[config.mk]
export PLATFORM = sky130hd
export DESIGN_NAME = mia_arbiter
export DESIGN_NICKNAME = d
export VERILOG_FILES = /design/src/hdl/mia_pkg.sv /design/src/hdl/mia_prio.sv /design/src/hdl/mia_arbiter.sv
export SDC_FILE = /design/constraint.sdc
export NUM_CORES = 1
export LEC_CHECK = 0
export ABC_AREA = 1
export BUFFER_PORTS_ARGS = -buffer_cell sky130_fd_sc_hd__buf_2
export CAP_MARGIN = 20
export CORE_UTILIZATION = 50
export DETAILED_ROUTE_END_ITERATION = 8
export PLACE_DENSITY_LB_ADDON = 0.15
export SETUP_SLACK_MARGIN = 0.1
export SLEW_MARGIN = 20
export SYNTH_ARGS = -nofsm -noshare
export SYNTH_HDL_FRONTEND = slang
export SYNTH_HIERARCHICAL = 1
export SYNTH_SLANG_ARGS = --single-unit
[constraint.sdc]
create_clock -name I_CLK -period 2.35 [get_ports I_CLK]
set_clock_uncertainty 0.1 [all_clocks]
set_input_delay 0.3525 -clock I_CLK [delete_from_list [all_inputs] [get_ports I_CLK]]
set_output_delay 0.3525 -clock I_CLK [all_outputs]
set_load 0.005 [all_outputs]
[src/hdl/mia_pkg.sv]
package mia_pkg;

	localparam int NSRC = 11;
	localparam int IDXW = 4;
	localparam int PCW = 15;

	// fixed entry address of the general service routine
	localparam logic [14:0] SVC_ADDR = 15'h00FF;
	// acknowledge length in instruction cycles, one per enabled clock
	localparam int ACK_INSTR = 7;
	localparam logic [2:0] ACK_LAST = 3'(ACK_INSTR - 1);
	localparam logic [2:0] ACK_FIRST = 3'h0;

	localparam logic [10:0] PEND_RST = 11'h000;
	localparam logic [10:0] EN_RST = 11'h000;
	localparam logic GIE_RST = 1'b0;

	localparam logic [7:0] VEC_DEFAULT = 8'hE0;
	localparam logic [7:0] VEC_TRAP = 8'hFE;

	typedef enum logic [0:0] {
		MIA_IDLE = 1'b0,
		MIA_ACK = 1'b1
	} mia_st_e;

	typedef struct packed {
		logic push;
		logic [14:0] push_addr;
		logic pc_load;
		logic [14:0] pc_val;
	} mia_core_s;

	typedef struct packed {
		logic [10:0] pend;
		logic [10:0] en;
		logic global_interrupt_enable;
		logic trap_pend;
		logic nmi_act;
		mia_st_e st;
		logic [2:0] cnt;
		mia_core_s core;
		logic vis_valid;
		logic [7:0] vis_byte;
	} mia_state_s;

	// low byte for arbiter index: 0 is the trap, 1..11 the maskables
	function automatic logic [7:0] vec_byte(input logic [3:0] idx,
		input logic hit);
		logic [7:0] v;
		v = VEC_DEFAULT;
		if (hit) begin
			case (idx)
				4'h0: v = VEC_TRAP;
				4'h1: v = 8'hFC;
				4'h2: v = 8'hFA;
				4'h3: v = 8'hF8;
				4'h4: v = 8'hF6;
				4'h5: v = 8'hF4;
				4'h6: v = 8'hF2;
				4'h7: v = 8'hEA;
				4'h8: v = 8'hE8;
				4'h9: v = 8'hE6;
				4'hA: v = 8'hE4;
				4'hB: v = 8'hE2;
				default: v = VEC_DEFAULT;
			endcase
		end
		return v;
	endfunction

endpackage

[src/hdl/mia_prio.sv]
`timescale 1ns/10ps
// fixed-rank search: lowest set bit wins, bit 0 is the trap
module mia_prio (
	input wire logic [11:0] i_act, // trap at bit 0, maskables above
	output logic [3:0] o_idx, // index of the winner
	output logic o_hit // any bit set
);
	always_comb begin
		o_idx = 4'h0;
		o_hit = 1'b0;
		for (int i = 11; i >= 0; i--) begin
			if (i_act[i]) begin
				o_idx = 4'(i);
				o_hit = 1'b1;
			end
		end
	end
endmodule

[src/hdl/mia_arbiter.sv]
`timescale 1ns/10ps
module mia_arbiter (
	input wire logic I_CLK, // core clock
	input wire logic I_RST, // async reset, high
	input wire logic I_CE, // clock enable, freezes all state when low
	input wire logic [10:0] I_SRC_EVT, // source event pulses
	input wire logic I_TRAP, // software trap instruction pulse
	input wire logic I_WR_PEND, // pending register write strobe
	input wire logic [10:0] I_PEND_WDATA, // pending write data
	input wire logic I_WR_EN, // enable register write strobe
	input wire logic [10:0] I_EN_WDATA, // enable write data
	input wire logic I_WR_GIE, // status register write strobe
	input wire logic I_GIE_WDATA, // global enable write value
	input wire logic I_INSTR_START, // start of a normally executed instr
	input wire logic [14:0] I_NEXT_PC, // address of that instruction
	input wire logic I_RETURN_FROM_INTERRUPT_INSTRUCTION, // return instruction pulse
	input wire logic [14:0] I_POP_ADDR, // address popped by the core
	input wire logic I_VIS, // vector-select instruction pulse
	output logic O_IRQ_TAKE, // take interrupt instead of the instr
	output logic O_ACK_BUSY, // acknowledge sequence running
	output logic O_PUSH, // push return address, one cycle
	output logic [14:0] O_PUSH_ADDR, // address to push
	output logic O_PC_LOAD, // load program counter, one cycle
	output logic [14:0] O_PC_VAL, // program counter value
	output logic O_VIS_VALID, // vector byte valid, one cycle
	output logic [7:0] O_VIS_BYTE, // new program counter low byte
	output logic [10:0] O_PEND, // pending flags
	output logic [10:0] O_EN, // enable bits
	output logic O_GIE, // global enable
	output logic O_TRAP_PEND, // trap waiting for vector-select
	output logic O_NMI_ACT // trap service in progress
);
	mia_pkg::mia_state_s s_reg, s_next;
	logic [10:0] active;
	logic trap_req, mask_req, take;
	logic [3:0] win_idx;
	logic win_hit;

	assign active = s_reg.pend & s_reg.en;
	assign trap_req = s_reg.trap_pend && !s_reg.nmi_act;
	// maskables wait behind global enable and any trap service
	assign mask_req = s_reg.global_interrupt_enable && !s_reg.nmi_act && (|active);
	// sequencer raises start only after any skip, so the skip goes first
	assign take = I_INSTR_START && (s_reg.st == mia_pkg::MIA_IDLE)
		&& (trap_req || mask_req);

	mia_prio u_prio (
		.i_act({active, s_reg.trap_pend}),
		.o_idx(win_idx),
		.o_hit(win_hit)
	);

	always_comb begin
		s_next = s_reg;
		s_next.core.push = 1'b0;
		s_next.core.pc_load = 1'b0;
		s_next.vis_valid = 1'b0;
		// software write first, then events OR in so a set beats a clear
		if (I_WR_PEND) begin
			s_next.pend = I_PEND_WDATA;
		end
		s_next.pend = s_next.pend | I_SRC_EVT;
		if (I_WR_EN) begin
			s_next.en = I_EN_WDATA;
		end
		if (I_TRAP) begin
			s_next.trap_pend = 1'b1;
		end
		if (I_WR_GIE) begin
			s_next.global_interrupt_enable = I_GIE_WDATA;
		end
		if (I_VIS) begin
			s_next.vis_valid = 1'b1;
			s_next.vis_byte = mia_pkg::vec_byte(win_idx, win_hit);
			// trap flag is consumed when its vector is handed out
			if (win_hit && win_idx == 4'h0 && !I_TRAP) begin
				s_next.trap_pend = 1'b0;
			end
		end
		case (s_reg.st)
			mia_pkg::MIA_IDLE: begin
				if (take) begin
					s_next.global_interrupt_enable = 1'b0;
					s_next.nmi_act = s_reg.nmi_act || trap_req;
					s_next.core.push_addr = I_NEXT_PC;
					s_next.cnt = mia_pkg::ACK_FIRST;
					s_next.st = mia_pkg::MIA_ACK;
				end else if (I_RETURN_FROM_INTERRUPT_INSTRUCTION) begin
					s_next.global_interrupt_enable = 1'b1;
					s_next.nmi_act = 1'b0;
					s_next.core.pc_load = 1'b1;
					s_next.core.pc_val = I_POP_ADDR;
				end
			end
			mia_pkg::MIA_ACK: begin
				s_next.cnt = s_reg.cnt + 3'h1;
				if (s_reg.cnt == mia_pkg::ACK_FIRST) begin
					s_next.core.push = 1'b1;
				end
				if (s_reg.cnt == mia_pkg::ACK_LAST) begin
					s_next.core.pc_load = 1'b1;
					s_next.core.pc_val = mia_pkg::SVC_ADDR;
					s_next.st = mia_pkg::MIA_IDLE;
				end
			end
			default: s_next.st = mia_pkg::MIA_IDLE;
		endcase
	end

	always_ff @(posedge I_CLK or posedge I_RST) begin
		if (I_RST) begin
			s_reg <= '0;
			s_reg.pend <= mia_pkg::PEND_RST;
			s_reg.en <= mia_pkg::EN_RST;
			s_reg.global_interrupt_enable <= mia_pkg::GIE_RST;
			s_reg.st <= mia_pkg::MIA_IDLE;
		end else if (I_CE) begin
			s_reg <= s_next;
		end
	end

	assign O_IRQ_TAKE = take && I_CE;
	assign O_ACK_BUSY = (s_reg.st == mia_pkg::MIA_ACK);
	assign O_PUSH = s_reg.core.push;
	assign O_PUSH_ADDR = s_reg.core.push_addr;
	assign O_PC_LOAD = s_reg.core.pc_load;
	assign O_PC_VAL = s_reg.core.pc_val;
	assign O_VIS_VALID = s_reg.vis_valid;
	assign O_VIS_BYTE = s_reg.vis_byte;
	assign O_PEND = s_reg.pend;
	assign O_EN = s_reg.en;
	assign O_GIE = s_reg.global_interrupt_enable;
	assign O_TRAP_PEND = s_reg.trap_pend;
	assign O_NMI_ACT = s_reg.nmi_act;
endmodule

==> impl_metrics.json <==
{
  "crit_type": "flip-flop to output pin",
  "syn-instance-count": 465,
  "synthToLayoutAreaGrowth_pct": 15.3,
  "cp.required_ns": 1.90,
  "drv_slew": 0,
  "io_buffers": 140,
  "finalWirelength_um": 7910,
  "ff2ff_setup_slack_ns": 0.38,
  "synthTopCellsByCount": "nand2_1, dfrtp_1, buf_4",
  "rsz0062_at_grt": "no",
  "yosysTopAreaCell": "dfrtp_1",
  "grt_pass1_vias": 2810,
  "grt_overflow": 0,
  "worst-r2r-cell-count": 12,
  "status": "finished, final reports clean",
  "cts_htree_levels": 3,
  "synth_area_leaders": "dfrtp_1, nand2_1, buf_4",
  "io_pins": 142,
  "ys_seq_elements": 67,
  "pwr-share-comb_pct": 34.1,
  "drtIter0Drc": 127,
  "vias": 3036,
  "yosysMostFrequentCell": "nand2_1",
  "synth_top_area_share_pct": 44.7,
  "clkTransAtPathRegs_ns": 0.07,
  "instances_no_fill": 654,
  "fin_crit_ns": 2.08,
  "cp_max_fo": 16,
  "p_int_uw": 2700,
  "place_hpwl_um": 5910,
  "start_util_pct": 51.7,
  "rows": 31,
  "drcViolationCount": 0,
  "synthArstFlopShare_pct": 100,
  "dieArea_um2": 7850,
  "peakVddDrop_mv": 0.499,
  "power_density_nw_per_um2": 952,
  "syn-num-nets": 546,
  "cts_buffer_depth": 2,
  "drive_above_1_share_pct": 33.3,
  "syn_avg_cell_area_um2": 8.06,
  "grt_max_degree": 33,
  "timing.final.hold_violations": 0,
  "max_cap_viol_count": 0,
  "setup_viol": 0,
  "fmax_ghz": 0.480,
  "syn_area_um2": 3750,
  "slew_headroom_pct": 63.6,
  "ys_types": 29,
  "clock_sinks": 67,
  "cts_tree": "built",
  "power_leakage_uw": 0.00253,
  "clkPwrFrac_pct": 23.1,
  "fp.coreArea_um2": 7250,
  "seqPwrFrac_pct": 42.8,
  "placed_area_um2": 4110,
  "clk_latency_ns": 0.34,
  "endpoint_kind": "output pin",
  "ys.flop_type": "dfrtp_1",
  "die_h_um": 88.6,
  "startpoint_type": "flip-flop",
  "holdCritStartpoint": "I_NEXT_PC[3]",
  "grt.total_usage_pct": 20.9,
  "worstMarginPinSlew_ns": 0.544,
  "detail_route.wl_per_cell_um": 12.1,
  "worstHoldPathCells": 3,
  "vias_per_cell": 4.64,
  "fin_area_um2": 4320,
  "antenna_found_initial": 0,
  "hold_class": "primary input to flip-flop",
  "setup_tns_ns": 0,
  "ys_seq_area_share_pct": 44.7,
  "swShare_pct": 34.4,
  "net-switching-power_uw": 1420,
  "cts_setup_buffers": 0,
  "reg2reg_from": "O_EN[9]",
  "cts_made_buffers": 9,
  "grt_first_pass_wirelength_um": 12500,
  "synth_edf_count": 0,
  "ys.warnings.count": 6,
  "post-route-period-util_pct": 88.6,
  "n_antenna_cell": 0,
  "hold_end": "O_PUSH_ADDR[3]",
  "r2r_end": "O_TRAP_PEND",
  "dp.cells": 638,
  "ant_nets": 0,
  "gp_congestion": 0.815,
  "first_pass_iters": 6,
  "die_x_um": 88.6,
  "fin_nets": 632,
  "cts_root_buf": "clkbuf_8",
  "crit_arrival_ns": 1.63
}
## through the flow
step / power, uW / setup slack (ns) / utilization (%) / hold WS, ns
floorplan: 3010 / 0.214 / - / 0.343
global placement: 3150 / 0.439 / 56.7 / 0.318
detailed placement: 3200 / 0.388 / 56.7 / 0.326
CTS: 4170 / 0.171 / 59.5 / 0.0872
global route: 4460 / 0.129 / 59.6 / 0.0916
finish: 4120 / 0.267 / 59.6 / 0.101
## critical path: stages (launching register included)
cell	delay [ns]
dfrtp_1	0.45
nor2_1	0.41
nand3_4	0.13
inv_4	0.16
buf_2	0.14
## routing by layer
metal | track usage [%] | vias up | part of all wire [%]
li1 | - | 1556 | -
met5 | 0 | - | 0
met1 | 24.8 | 1360 | 45
met4 | 8.80 | 0 | 1.7
met2 | 35.7 | 107 | 46
met3 | 5.88 | 13 | 7.7
## cell type report
cell class                 instances  area (um^2)
clock inverter                     2         35.0
fill                             727         2930
inverter                          63          239
timing repair buffer             148          776
tap                               99          124
clock buffer                      13          159
sequential                        67         1680
multi-input combinational        262         1320
## logic make-up (layout without fill, tap and decap cells)
kind of cell | count (synthesis) | after routing | synth area share [%]
other | 1 | 1 | 0.100
AND/OR/NAND/NOR | 223 | 223 | 25.9
multiplexers | 11 | 11 | 3.30
AO/OA/AOI/OAI | 20 | 20 | 3.34
buffers and inverters | 136 | 226 | 20.3
adder cells (fa/ha/maj) | 7 | 7 | 2.34
flip-flops | 67 | 67 | 44.7
## timing repair
action,4_1_cts,5_1_grt
resized for setup,0,3
setup endpoints to repair,0,2
hold endpoints to repair,22,0
hold buffers,1,0
## worst max path at each step
stage          slack [ns]        from             to
2_1_floorplan        0.21       I_RST     O_ACK_BUSY
3_3_place_gp         0.44     O_EN[9]  O_VIS_BYTE[2]
4_1_cts              0.17  O_ACK_BUSY     O_IRQ_TAKE
3_5_place_dp         0.39     O_EN[9]    O_TRAP_PEND
6_report             0.27  O_ACK_BUSY     O_IRQ_TAKE
5_1_grt              0.13   O_PEND[9]     O_IRQ_TAKE
## layout by cell type (no fill, tap or decap), types with 2 or more instances in the layout
cell type	n
dfrtp_1	67
nand4_1	15
buf_2	140
inv_1	60
or2_2	2
o31ai_1	3
a21oi_1	4
ha_1	7
nand2_2	3
inv_2	2
nand3_4	2
nand2_1	155
nor2_1	11
nor3_1	2
clkbuf_8	11
clkbuf_1	2
o21ai_0	6
buf_4	6
mux2_2	11
nand3_1	30
a31oi_1	2
## power by group through the flow
stage                     Clock [uW]  Sequential (uW)  Combinational [uW]
final                            952             1760                1400
after global routing            1030             1810                1620
after CTS                        980             1760                1430
after detailed placement           0             1780                1420
after global placement             0             1770                1380
after floorplan                    0             1740                1270
Note: power is estimated with default switching activity, not from simulation.
